## src/rtl/flag_branch_pkg.sv

```systemverilog
// package: shared constants and types for the flag conditional branch unit
`default_nettype none
package flag_branch_pkg;
  localparam int PC_WIDTH     = 16;
  localparam int OFFSET_WIDTH = 7;
  localparam logic [PC_WIDTH-1:0] PC_RESET = 16'h0000;
  localparam logic [PC_WIDTH-1:0] PC_STEP  = 16'h0001;
  localparam int CYCLES_UNTAKEN = 1;
  localparam int CYCLES_TAKEN   = 2;

  // branch selector encoding
  typedef enum logic [2:0] {
    BR_NONE          = 3'h0,
    BR_OVERFLOW_SET  = 3'h1,
    BR_OVERFLOW_CLR  = 3'h2,
    BR_IRQ_ENABLED   = 3'h3,
    BR_IRQ_DISABLED  = 3'h4
  } branch_op_type;

  // execute-stage states, gray along idle -> taken
  typedef enum logic [0:0] {
    ST_EXEC  = 1'b0,
    ST_TAKEN = 1'b1
  } branch_state_type;

  typedef struct packed {
    branch_op_type                  op;
    logic signed [OFFSET_WIDTH-1:0] offset;
  } branch_req_type;

  typedef struct packed {
    logic overflow;
    logic irq_enable;
  } status_flags_type;
endpackage
`default_nettype wire

```

## src/rtl/flag_conditional_branch_unit.sv

```systemverilog
// module: conditional branch on overflow and interrupt-enable flags
`timescale 1ns/1ps
`default_nettype none
module flag_conditional_branch_unit
  import flag_branch_pkg::*;
(
  input  wire logic                  CLOCK,
  input  wire logic                  RST_N,
  input  wire logic                  CLK_EN,
  input  wire logic                  INSTR_VALID,
  input  wire branch_req_type        INSTR,
  input  wire status_flags_type      FLAGS,
  output logic                       INSTR_READY,
  output logic                       BRANCH_TAKEN,
  output logic [PC_WIDTH-1:0]        PROGRAM_COUNTER
);

  // --------------------------------------------------------------------
  // decode
  // --------------------------------------------------------------------
  branch_state_type    state_reg;
  branch_state_type    state_next;
  logic [PC_WIDTH-1:0] pc_reg;
  logic [PC_WIDTH-1:0] pc_next;
  logic [PC_WIDTH-1:0] target_reg;
  logic                taken_reg;

  wire logic                cond_met;
  wire logic                accept;
  wire logic [PC_WIDTH-1:0] offset_ext;
  wire logic [PC_WIDTH-1:0] pc_seq;
  wire logic [PC_WIDTH-1:0] pc_target;

  assign cond_met =
      (INSTR.op == BR_OVERFLOW_SET && FLAGS.overflow)
    | (INSTR.op == BR_OVERFLOW_CLR && !FLAGS.overflow)
    | (INSTR.op == BR_IRQ_ENABLED  && FLAGS.irq_enable)
    | (INSTR.op == BR_IRQ_DISABLED && !FLAGS.irq_enable);

  // sign extension keeps backward branches reachable
  assign offset_ext = {{(PC_WIDTH-OFFSET_WIDTH){INSTR.offset[OFFSET_WIDTH-1]}},
                       INSTR.offset};
  assign pc_seq     = pc_reg + PC_STEP;
  assign pc_target  = pc_seq + offset_ext;
  assign accept     = CLK_EN && INSTR_VALID && (state_reg == ST_EXEC);
  assign INSTR_READY = (state_reg == ST_EXEC);

  // --------------------------------------------------------------------
  // sequencing
  // --------------------------------------------------------------------
  // taken branch holds the second cycle; the pc lands at its end.
  // flags are inputs only, so no flag is ever altered here.
  always_comb begin
    state_next = state_reg;
    pc_next    = pc_reg;
    case (state_reg)
      ST_EXEC: begin
        if (accept && cond_met) begin
          state_next = ST_TAKEN;
        end else if (accept) begin
          pc_next = pc_seq;
        end
      end
      ST_TAKEN: begin
        state_next = ST_EXEC;
        pc_next    = target_reg;
      end
      default: begin
        state_next = ST_EXEC;
      end
    endcase
  end

  always_ff @(posedge CLOCK or negedge RST_N) begin
    if (!RST_N) begin
      state_reg  <= ST_EXEC;
      pc_reg     <= PC_RESET;
      target_reg <= PC_RESET;
      taken_reg  <= 1'b0;
    end else if (CLK_EN) begin
      state_reg <= state_next;
      pc_reg    <= pc_next;
      taken_reg <= (state_reg == ST_TAKEN);
      if (accept) begin
        target_reg <= pc_target;
      end
    end
  end

  assign PROGRAM_COUNTER = pc_reg;
  assign BRANCH_TAKEN    = taken_reg;
endmodule
`default_nettype wire

```

## config.mk

```make
export PLATFORM = sky130hd
export DESIGN_NAME = flag_conditional_branch_unit
export DESIGN_NICKNAME = d
export VERILOG_FILES = /design/src/rtl/flag_branch_pkg.sv /design/src/rtl/flag_conditional_branch_unit.sv
export SDC_FILE = /design/constraint.sdc
export NUM_CORES = 1
export LEC_CHECK = 0
export ABC_CLOCK_PERIOD_IN_PS = 3200
export BUFFER_PORTS_ARGS = -buffer_cell sky130_fd_sc_hd__buf_2
export CORE_ASPECT_RATIO = 1.25
export CORE_MARGIN = 2
export CORE_UTILIZATION = 40
export CTS_BUF_LIST = sky130_fd_sc_hd__clkbuf_4
export CTS_CLUSTER_DIAMETER = 120
export DETAILED_ROUTE_END_ITERATION = 16
export PLACE_DENSITY = 0.67
export SYNTH_ARGS = -nofsm -noshare
export SYNTH_HDL_FRONTEND = slang
export SYNTH_SLANG_ARGS = --single-unit
```

## constraint.sdc

```tcl
create_clock -name CLOCK -period 3.2 [get_ports CLOCK]
set_input_delay 0.48 -clock CLOCK [delete_from_list [all_inputs] [get_ports CLOCK]]
set_output_delay 0.48 -clock CLOCK [all_outputs]
set_load 0.02 [all_outputs]
```

== Yosys cells after proc, flatten, opt, wreduce, memory -nomap -nowiden ==
Cells that the tools add are included.
Storage, ports and cells
  bits in registers: 34
  input bits: 16
Cells by class
  $add $sub $neg: 2
  eq/ne operators: 6
  mux-type cells: 5
  bitwise gates (word level): 4
  reductions and logical operators: 11
Operators with widths (number)
  2-to-1 mux 16 bit: 2
  case mux 16 bit (2 select lines): 1
  adder 16 x 1 -> 16 bit (second input constant): 1
  adder 16 bit: 1
  logical AND 1 bit: 7
  equality test 3 x 2 -> 1 bit (second input constant): 2
  equality test 3 x 1 -> 1 bit (second input constant): 1
  equality test 3 bit (second input constant): 1
  bitwise OR 1 bit: 3
  AND reduction 3 bit: 1
  zero test 1 bit: 2
  != test 2 x 1 -> 1 bit (second input constant): 1
  != test 2 bit (second input constant): 1
  case mux 1 bit (2 select lines): 1
  AND reduction 2 bit: 1
  2-to-1 mux 1 bit: 1
  NOT 1 bit: 1

== Longest topological paths before layout ==
Gate-level depths: netlist of the first run.
  word-level depth: 8
  gate-level depth with buffers: 12
  mapped depth without buffers: 12

== Least setup slack after synthesis of the first run ==
Ideal clock, no wire load.
  path type: flip-flop to flip-flop
  start point: reg pc_reg[1] (netlist: PROGRAM_COUNTER[1])
  end point: reg target_reg[15]
  arrival: 2848 ps
  slack: 226 ps
  stages on the path, launching flop included: 12
  path buffers: 0
  clock period less this slack: 2974 ps
  cells stage by stage: dfrtp_1 > ha_1 > nand4_2 > or4_4 > xnor2_1 > ha_1 > a21o_1 > a21o_1 > a21oi_1 > a211oi_1 > a211oi_1 > nand2_1
Between the ends
  longest elaborated chain between the ends: 2
Ends and longest elaborated chain
  start: declaration: line flag_conditional_branch_unit.sv:23  | logic [PC_WIDTH-1:0] pc_reg;
  start signal: assignment: line flag_conditional_branch_unit.sv:82  | pc_reg <= pc_next;
  adder 16 x 1 -> 16 bit: line flag_conditional_branch_unit.sv:43  | assign pc_seq = pc_reg + PC_STEP;
  adder 16 bit: line flag_conditional_branch_unit.sv:44  | assign pc_target = pc_seq + offset_ext;
  end signal: assignment: line flag_conditional_branch_unit.sv:85  | target_reg <= pc_target;
  end: declaration: line flag_conditional_branch_unit.sv:25  | logic [PC_WIDTH-1:0] target_reg;
Every way passes these cells.
A chain may end at the register's enable or synchronous reset.

== Worst setup path in the final report of the first run ==
  start point: reg pc_reg[1] (netlist: PROGRAM_COUNTER[1])
  end point: reg target_reg[14]
Same word-level chain as after synthesis.

==> impl_metrics.json, run 1 <==
{
  "powerDensity_nw_per_um2": 855.5,
  "max_freq_mhz": 336.0,
  "setup_viol": 0,
  "synth.ff_latch_count": 34,
  "initialDrtViolationCount": 148,
  "ys.flop_type": "dfrtp_1",
  "status": "finished clean",
  "required_ns": 3.44,
  "synthToLayoutAreaGrowth_pct": 11.89,
  "maxSlewHeadroom": 0.4290,
  "syn_area_per_cell_um2": 8.483,
  "finalPower_w": 0.002509,
  "crit_fanout": 6,
  "die_w_um": 76.41,
  "dieArea_um2": 7221,
  "maxSlewViolCount": 0,
  "die_y_um": 94.51,
  "synth_area_um2": 2621,
  "hold_ws_ns": 0.1948,
  "core_area_um2": 6441,
  "dpl-instance-area_um2": 2878,
  "routedWlPerCell_um": 15.05,
  "yosys.area.top_type": "dfrtp_1",
  "antennaDiodeCount": 0,
  "crit_arrival_ns": 3.21,
  "vias": 2400,
  "finalCritPeriodShare": 0.9301,
  "p_leak_nw": 1.409,
  "postCtsSetupBuffers": 0,
  "numPortBuffers": 33,
  "synth_nets": 345,
  "reg2reg_depth": 12,
  "skew_ns": 0.008154,
  "wirelength_mm": 6.428,
  "crit_path_start_kind": "flip-flop",
  "insertion_delay_ns": 0.34,
  "io_pins": 34,
  "grt_max_degree": 35,
  "holdCritPathClass": "in -> async",
  "nets": 376,
  "reg2reg_slack_ns": 0.22,
  "synth_top_area_share": 0.3246,
  "synthTopCellsByArea": "dfrtp_1 (32%), ha_1 (9.1%), nand2_1 (5.2%)",
  "final.setup.tns_ns": 0,
  "synthArstFlopShare": 1.000,
  "drive_above_1_share": 0.1647,
  "synth-seq-area-share": 0.3246,
  "yosysUniqueCellTypes": 51,
  "place_hpwl_mm": 4.976,
  "multi_input_area_um2": 1667,
  "hold_violations": 0,
  "cts_root_buffer": "clkbuf_4",
  "dr.pass1.iters": 4,
  "utilization": 0.4553,
  "antenna_found_initial": 0,
  "post-route-drc-count": 0,
  "final_cell_mix": "nand2_1 (36), dfrtp_1 (34), buf_2 (33)",
  "tightest_slew_ns": 0.8507,
  "seq_area_um2": 850.8,
  "grt_usage": 0.1900,
  "grt_overflow_total": 0,
  "rsz0062_at_grt": "false",
  "design_area_um2": 2933,
  "ys.warnings.count": 0,
  "ant_nets": 0,
  "reg2reg_from": "PROGRAM_COUNTER[1]",
  "cts.sinks": 34,
  "vdd_ir_drop_max_mv": 0.2276,
  "gp_congestion": 0.8677,
  "n_fill_cell": 679,
  "initial_core_util": 0.4070,
  "grt_pass1_wl_mm": 10.97,
  "drt-vias-per-instance": 5.621,
  "numCtsBuffers": 5,
  "synth-edff-count": 0,
  "grt_pass1_vias": 2371,
  "final_common_cell": "nand2_1",
  "clockBufferDepth": 2,
  "fin_crit_ns": 2.976,
  "critPathCaptureType": "flip-flop",
  "r2r_end": "target_reg[14]",
  "cap_viol_max_count": 0,
  "tritoncts": "yes",
  "clk_pin_slew_ns": 0.11,
  "syn_inst": 309,
  "rows": 33,
  "worst-setup-path-type": "reg -> reg",
  "htree_levels": 2
}
-- through the flow --
step / worst slack, ns / cells
2_1_floorplan: 0.2260 / 309
5_1_grt: 0.03213 / 427
4_1_cts: 0.1348 / 427
3_5_place_dp: 0.1749 / 420
3_3_place_gp: 0.2717 / 420
6_report: 0.2236 / 427
-- area by class of cell --
type / instances / area share
clock buffer: 5 / 0.01280
clock inverter: 2 / 0.003413
inverter: 11 / 0.01408
multi-input combinational: 248 / 0.5683
sequential: 34 / 0.2901
tap: 87 / 0.03712
timing repair buffer: 40 / 0.07423
-- worst max-delay path: stages, from the launching register on --
cell and delay, ns:
dfrtp_1 0.44, ha_1 0.21, nand4_2 0.16, nor2_1 0.18, and3_1 0.24, xor2_1 0.25, ha_1 0.35, a21o_1 0.19
a21oi_1 0.14, nor2_1 0.06, a211oi_1 0.34, mux2i_1 0.23, nand3_1 0.08
-- power breakdown --
group,leakage (nW),internal (W),switching [W],total (W)
Sequential,0.416,0.000611,0.000216,0.000826
Clock,0.0308,0.0000790,0.000151,0.000230
Combinational,0.962,0.000594,0.000858,0.00145
Total,1.41,0.00128,0.00123,0.00251
-- worst max-delay path by stage --
| stage | from | end | cells past startpoint |
|---|---|---|---|
| 3_5_place_dp | PROGRAM_COUNTER[0] | target_reg[15] | 11 |
| 6_report | PROGRAM_COUNTER[1] | target_reg[14] | 12 |
| 2_1_floorplan | PROGRAM_COUNTER[1] | target_reg[15] | 11 |
| 4_1_cts | PROGRAM_COUNTER[0] | target_reg[15] | 11 |
| 5_1_grt | PROGRAM_COUNTER[1] | target_reg[14] | 12 |
| 3_3_place_gp | PROGRAM_COUNTER[0] | target_reg[15] | 11 |
-- kinds of logic (layout without fill, tap and decap cells) --
group | after synthesis | after routing | synth area share
adders and majority gates | 20 | 20 | 0.09833
DFF | 34 | 34 | 0.3246
xor gates and xnor gates | 24 | 24 | 0.08306
muxes | 6 | 6 | 0.02339
buffers and inverters | 27 | 58 | 0.04248
AOI/OAI and AO/OA | 100 | 100 | 0.2377
and+or+nand+nor | 98 | 98 | 0.1905
-- metal layers --
metal,track usage,up-vias,wire length (µm)
li1,-,1200,-
met1,0.2266,1134,2836
met5,0,-,0
met4,0.08636,0,99
met2,0.3385,58,3237
met3,0.02964,8,254
-- cell usage after synthesis (all sizes together) (2+ instances only) --
master,count
o311ai,2
a22oi,4
nor2,15
xnor2,11
nor4,2
dfrtp,34
nor3,6
o21a,2
o21ai,26
mux2i,5
nand4,10
o21bai,3
a21oi,24
a41o,2
a31oi,6
clkbuf,10
and3,5
and2,2
a211oi,7
o22ai,6
nand3,16
ha,19
o31ai,2
inv,11
xor2,13
a21o,10
buf,6
nand2,36
-- repair_timing --
action,4_1_cts,5_1_grt
resized for setup,0,1
setup endpoints to repair,0,1
hold buffers,0,0
(Power assumes the default switching activity.)
==> inputs of run 2 (changes only) <==
CORE_UTILIZATION = 42   (was 40)
PLACE_DENSITY = 0.69   (was 0.67)
==> run 2 against run 1 <==
Global-route usage increased by 0.66 points. Final area is 0.38% higher. Sequential share of layout area is 0.11 points lower. Critical path type unchanged.
==> impl_metrics.json, run 2 (synthesis gave the netlist of run 1 again) <==
{
  "status": "finished clean",
  "grt_pass1_wl_mm": 10.64,
  "insertion_delay_ns": 0.34,
  "place_inst": 419,
  "dr.pass1.iters": 4,
  "fin_crit_ns": 3.001,
  "core_area_um2": 6086,
  "cts_resized": 0,
  "synthToLayoutAreaGrowth_pct": 12.31,
  "rsz0062_at_grt": "false",
  "tritoncts": "yes",
  "crit_path_start_kind": "flip-flop",
  "setup_viol": 0,
  "final.setup.tns_ns": 0,
  "final_cell_mix": "nand2_1 (36), dfrtp_1 (34), buf_2 (33)",
  "pre_cts_slack_ns": 0.1858,
  "place_hpwl_mm": 4.825,
  "pwr-share-clk": 0.097,
  "die_w_um": 74.66,
  "rows": 32,
  "io_pins": 34,
  "numPortBuffers": 33,
  "vias": 2355,
  "maxSlewHeadroom": 0.4215,
  "htree_levels": 2,
  "sw_frac_of_total": 0.4853,
  "path_cells": "ha_1 -> nand4_2 -> or4_4 -> xnor2_2 -> ha_1 -> a21o_1 -> a21o_1 -> a21oi_1 -> a211oi_1 -> a211oi_1 -> nand2_1",
  "gp_congestion": 0.9082,
  "finalCritPeriodShare": 0.9379,
  "startpoint": "PROGRAM_COUNTER[0]",
  "maxSlewViolCount": 0,
  "required_ns": 3.42,
  "hold_violations": 0,
  "initial_core_util": 0.4307,
  "crit_arrival_ns": 3.23,
  "die_y_um": 92.33,
  "initialDrtViolationCount": 206,
  "reg2reg_from": "PROGRAM_COUNTER[0]",
  "tightest_slew_ns": 0.8619,
  "antennaDiodeCount": 0,
  "cts.sinks": 34,
  "wirelength_mm": 6.362,
  "dieArea_um2": 6893,
  "critPathCaptureType": "flip-flop",
  "grt_usage": 0.1966,
  "numCtsBuffers": 5,
  "internal-power_w": 0.001297,
  "p_seq_frac": 0.330,
  "nets": 377,
  "powerDensity_nw_per_um2": 855.9,
  "clk_pin_slew_ns": 0.11,
  "antenna_found_initial": 0,
  "post-route-drc-count": 0,
  "routedWlPerCell_um": 14.90,
  "max_freq_mhz": 333.2,
  "grt_overflow_total": 0,
  "skew_ns": 0.01379,
  "finalNonFillerCells": 427,
  "drive_above_1_share": 0.1667,
  "final_common_cell": "nand2_1",
  "postCtsSetupBuffers": 0,
  "grt_max_degree": 35,
  "worst-setup-path-type": "reg -> reg",
  "vdd_ir_drop_max_mv": 0.2394,
  "combPwrFrac": 0.573,
  "worst_slack_ns": 0.1989,
  "grt_pass1_vias": 2265,
  "cts_hold_buffers": 0,
  "ant_nets": 0,
  "p_switching_w": 0.001223,
  "cts_root_buffer": "clkbuf_4",
  "holdCritPathClass": "in -> async",
  "clockBufferDepth": 2,
  "critPathSlowestCell": "or4_4",
  "cap_viol_max_count": 0,
  "crit_fanout": 5,
  "slowest_delay_ns": 0.57,
  "p_leak_nw": 1.415,
  "drt-vias-per-instance": 5.515
}
==> run 2: routing by layer <==
layer	wire length, µm	up-vias	global-route usage
li1	-	1197	-
met3	287	4	0.02503
met4	59	0	0.05655
met5	0	-	0
met2	3044	58	0.3149
met1	2969	1096	0.2750
==> run 2: final timing paths <==
| path | to | slack, ns | cells past startpoint |
|---|---|---|---|
| setup reg to reg | target_reg[15] | 0.20 | 11 |
| min in group CLOCK | target_reg[5] | 0.49 | 2 |
| setup / recovery | target_reg[15] | 0.20 | 11 |
| hold / removal | PROGRAM_COUNTER[0] | 0.20 | 1 |
| hold reg to reg | target_reg[5] | 0.49 | 2 |
| max in group asynchronous | target_reg[8] | 2.49 | 1 |
==> run 2: critical path, delay by kind of cell, from the launching register on <==
family,cells,cell delay (ns)
xor+xnor,1,0.17
simple gates,3,0.81
flops,1,0.45
compound gates,5,0.90
fa+ha+maj,2,0.54
==> run 2: cell type report <==
class | instances | area, µm²
fillers | 618 | 3142
multi-input cells | 248 | 1667
flip-flops and latches | 34 | 850.8
repair buffers | 41 | 225.2
well taps | 85 | 106.4
clock buffers | 6 | 45.04
inverters | 11 | 41.29
clock inverters | 2 | 8.758
==> run 2: power groups by stage <==
stage / combinational [W] / clock, W / sequential (W)
2_1_floorplan: 0.00103 / 0 / 0.000863
3_3_place_gp: 0.00143 / 0 / 0.000827
3_5_place_dp: 0.00144 / 0 / 0.000837
4_1_cts: 0.00145 / 0.000247 / 0.000828
5_1_grt: 0.00163 / 0.000264 / 0.000864
6_report: 0.00144 / 0.000244 / 0.000831
==> run 2: through the flow <==
stage,hold slack (ns),area [µm²],utilization,total power (W)
after CTS,0.2466,2937,0.4825,0.002521
after global routing,0.2673,2944,0.4838,0.002753
after floorplan,0.1844,2621,-,0.001898
after global placement,0.4638,2883,0.4737,0.002254
final,0.2040,2944,0.4838,0.002520
after detailed placement,0.4715,2883,0.4737,0.002278
==> inputs of run 3 (changes only) <==
REMOVE_ABC_BUFFERS = 1   (was not set)
==> run 3 against run 2 <==
Fmax grew 0.56%. Clock skew shrank 0.0023 ns. Total power grew 1.8%. Register-to-register slack gained 0.02 ns. Combinational power grew 6%. Highest routed layer unchanged. Die area is the same. Critical path depth is the same.
==> impl_metrics.json, run 3 (synthesis gave the netlist of run 1 again) <==
{
  "crit_arrival_ns": 3.22,
  "max_freq_mhz": 335.1,
  "post-route-drc-count": 0,
  "clockBufferDepth": 2,
  "tritoncts": "yes",
  "grt_overflow_total": 0,
  "core_area_um2": 6086,
  "numCtsBuffers": 5,
  "nets": 380,
  "gp_congestion": 0.9090,
  "maxSlewHeadroom": 0.3375,
  "antenna_found_initial": 0,
  "grt_usage": 0.2227,
  "hold_violations": 0,
  "dr.pass1.iters": 4,
  "rows": 32,
  "numPortBuffers": 33,
  "fin_crit_ns": 2.984,
  "initialDrtViolationCount": 168,
  "startpoint": "PROGRAM_COUNTER[1]",
  "final_common_cell": "nand2_1",
  "n_fill_cell": 638,
  "vias": 2468,
  "critPathBufInv": 0,
  "vdd_ir_drop_max_mv": 0.4603,
  "tightest_slew_ns": 0.9871,
  "status": "finished clean",
  "skew_ns": 0.01151,
  "htree_levels": 2,
  "required_ns": 3.44,
  "cap_viol_max_count": 0,
  "grt_pass1_vias": 2427,
  "utilization": 0.4885,
  "place_hpwl_mm": 5.249,
  "wirelength_mm": 6.891,
  "critPathCaptureType": "flip-flop",
  "cts.sinks": 34,
  "path_cells": "ha_1 -> nand4_2 -> or4_4 -> xnor2_2 -> ha_1 -> a21o_1 -> a21o_1 -> a21oi_1 -> a211oi_1 -> a211oi_1 -> nand2_1",
  "initial_core_util": 0.4307,
  "drive_above_1_share": 0.1797,
  "holdCritPathClass": "in -> async",
  "p_leak_nw": 1.426,
  "critPathSlowestCell": "or4_4",
  "final_cell_mix": "nand2_1 (36), dfrtp_1 (33), buf_2 (33)",
  "antennaDiodeCount": 0,
  "die_w_um": 74.66,
  "crit_path_start_kind": "flip-flop",
  "powerDensity_nw_per_um2": 862.9,
  "crit_family": "compound AO/OA/AOI/OAI gates",
  "finalCritPeriodShare": 0.9326,
  "die_y_um": 92.33,
  "synthToLayoutAreaGrowth_pct": 13.41,
  "dieArea_um2": 6893,
  "slowest_delay_ns": 0.58,
  "ant_nets": 0,
  "insertion_delay_ns": 0.35,
  "grt_pass1_wl_mm": 11.82,
  "io_pins": 34,
  "final.setup.tns_ns": 0,
  "drt-vias-per-instance": 5.740,
  "cts_root_buffer": "clkbuf_4",
  "worst-setup-path-type": "reg -> reg",
  "reg2reg_from": "PROGRAM_COUNTER[1]",
  "maxSlewViolCount": 0,
  "grt_max_degree": 35,
  "clk_pin_slew_ns": 0.11,
  "setup_viol": 0,
  "routedWlPerCell_um": 16.03,
  "crit_fanout": 5,
  "rsz0062_at_grt": "false"
}
run 3: cell types whose count changed in the layout (fill, tap and decap cells not counted), sizes merged:
cell	change
clkbuf	-1
clkinvlp	+1
buf	+3
run 3: repair_timing:
item	in CTS	in global routing
hold endpoints to repair	0	0
gates resized for setup	0	3
hold buffers	0	0
setup endpoints to repair	0	2
setup buffers	0	1
run 3: cell type report:
class,instances,area [µm²],area share
Timing Repair Buffer,44,247.7,0.08333
Multi-Input combinational cell,248,1672,0.5623
Tap cell,85,106.4,0.03577
Sequential cell,34,852.1,0.2866
Clock inverter,3,16.27,0.005471
Inverter,11,41.29,0.01389
Clock buffer,5,37.54,0.01263
run 3: stage by stage:
| step | total power (W) | hold WS (ns) | cell area [µm²] | instances | setup slack (ns) |
|---|---|---|---|---|---|
| 4_1_cts | 0.002555 | 0.2090 | 2952 | 429 | 0.1731 |
| 3_5_place_dp | 0.002310 | 0.4708 | 2898 | 421 | 0.2065 |
| 3_3_place_gp | 0.002265 | 0.4576 | 2898 | 421 | 0.3095 |
| 2_1_floorplan | 0.001873 | 0.1844 | 2551 | 293 | 0.1946 |
| 5_1_grt | 0.002808 | 0.2497 | 2973 | 430 | 0.02207 |
| 6_report | 0.002565 | 0.1942 | 2973 | 430 | 0.2156 |
run 3: worst register-to-register path, stage by stage, from the launching register on:
cell      delay (ns)
dfrtp_1         0.43
ha_1            0.22
nand4_2         0.17
or4_4           0.58
xnor2_2         0.17
ha_1            0.33
a21o_1          0.20
a21o_1          0.17
a21oi_1         0.22
a211oi_1        0.09
a211oi_1        0.24
nand2_1         0.07
run 3: path summary, 6_finish.rpt:
check	slack [ns]	cells past startpoint	to
worst min-delay path	0.19	1	target_reg[0]
max in group asynchronous	2.47	1	PROGRAM_COUNTER[0]
worst max-delay path	0.22	11	target_reg[15]
worst min register to register	0.49	2	target_reg[5]
min in group CLOCK	0.44	4	target_reg[0]
worst max register to register	0.22	11	target_reg[15]
run 3: where the power goes:
part | total, W | internal [W] | leakage (nW) | switching, W
Sequential | 0.000812 | 0.000612 | 0.415 | 0.000201
Combinational | 0.00152 | 0.000611 | 0.983 | 0.000906
Clock | 0.000236 | 0.0000816 | 0.0286 | 0.000154
run 3: layer usage:
metal,up-vias,part of all wire,track usage
li1,1204,-,-
met1,1186,0.42,0.2899
met2,67,0.52,0.3680
met3,11,0.037,0.03264
met4,0,0.024,0.08333
met5,-,0,0
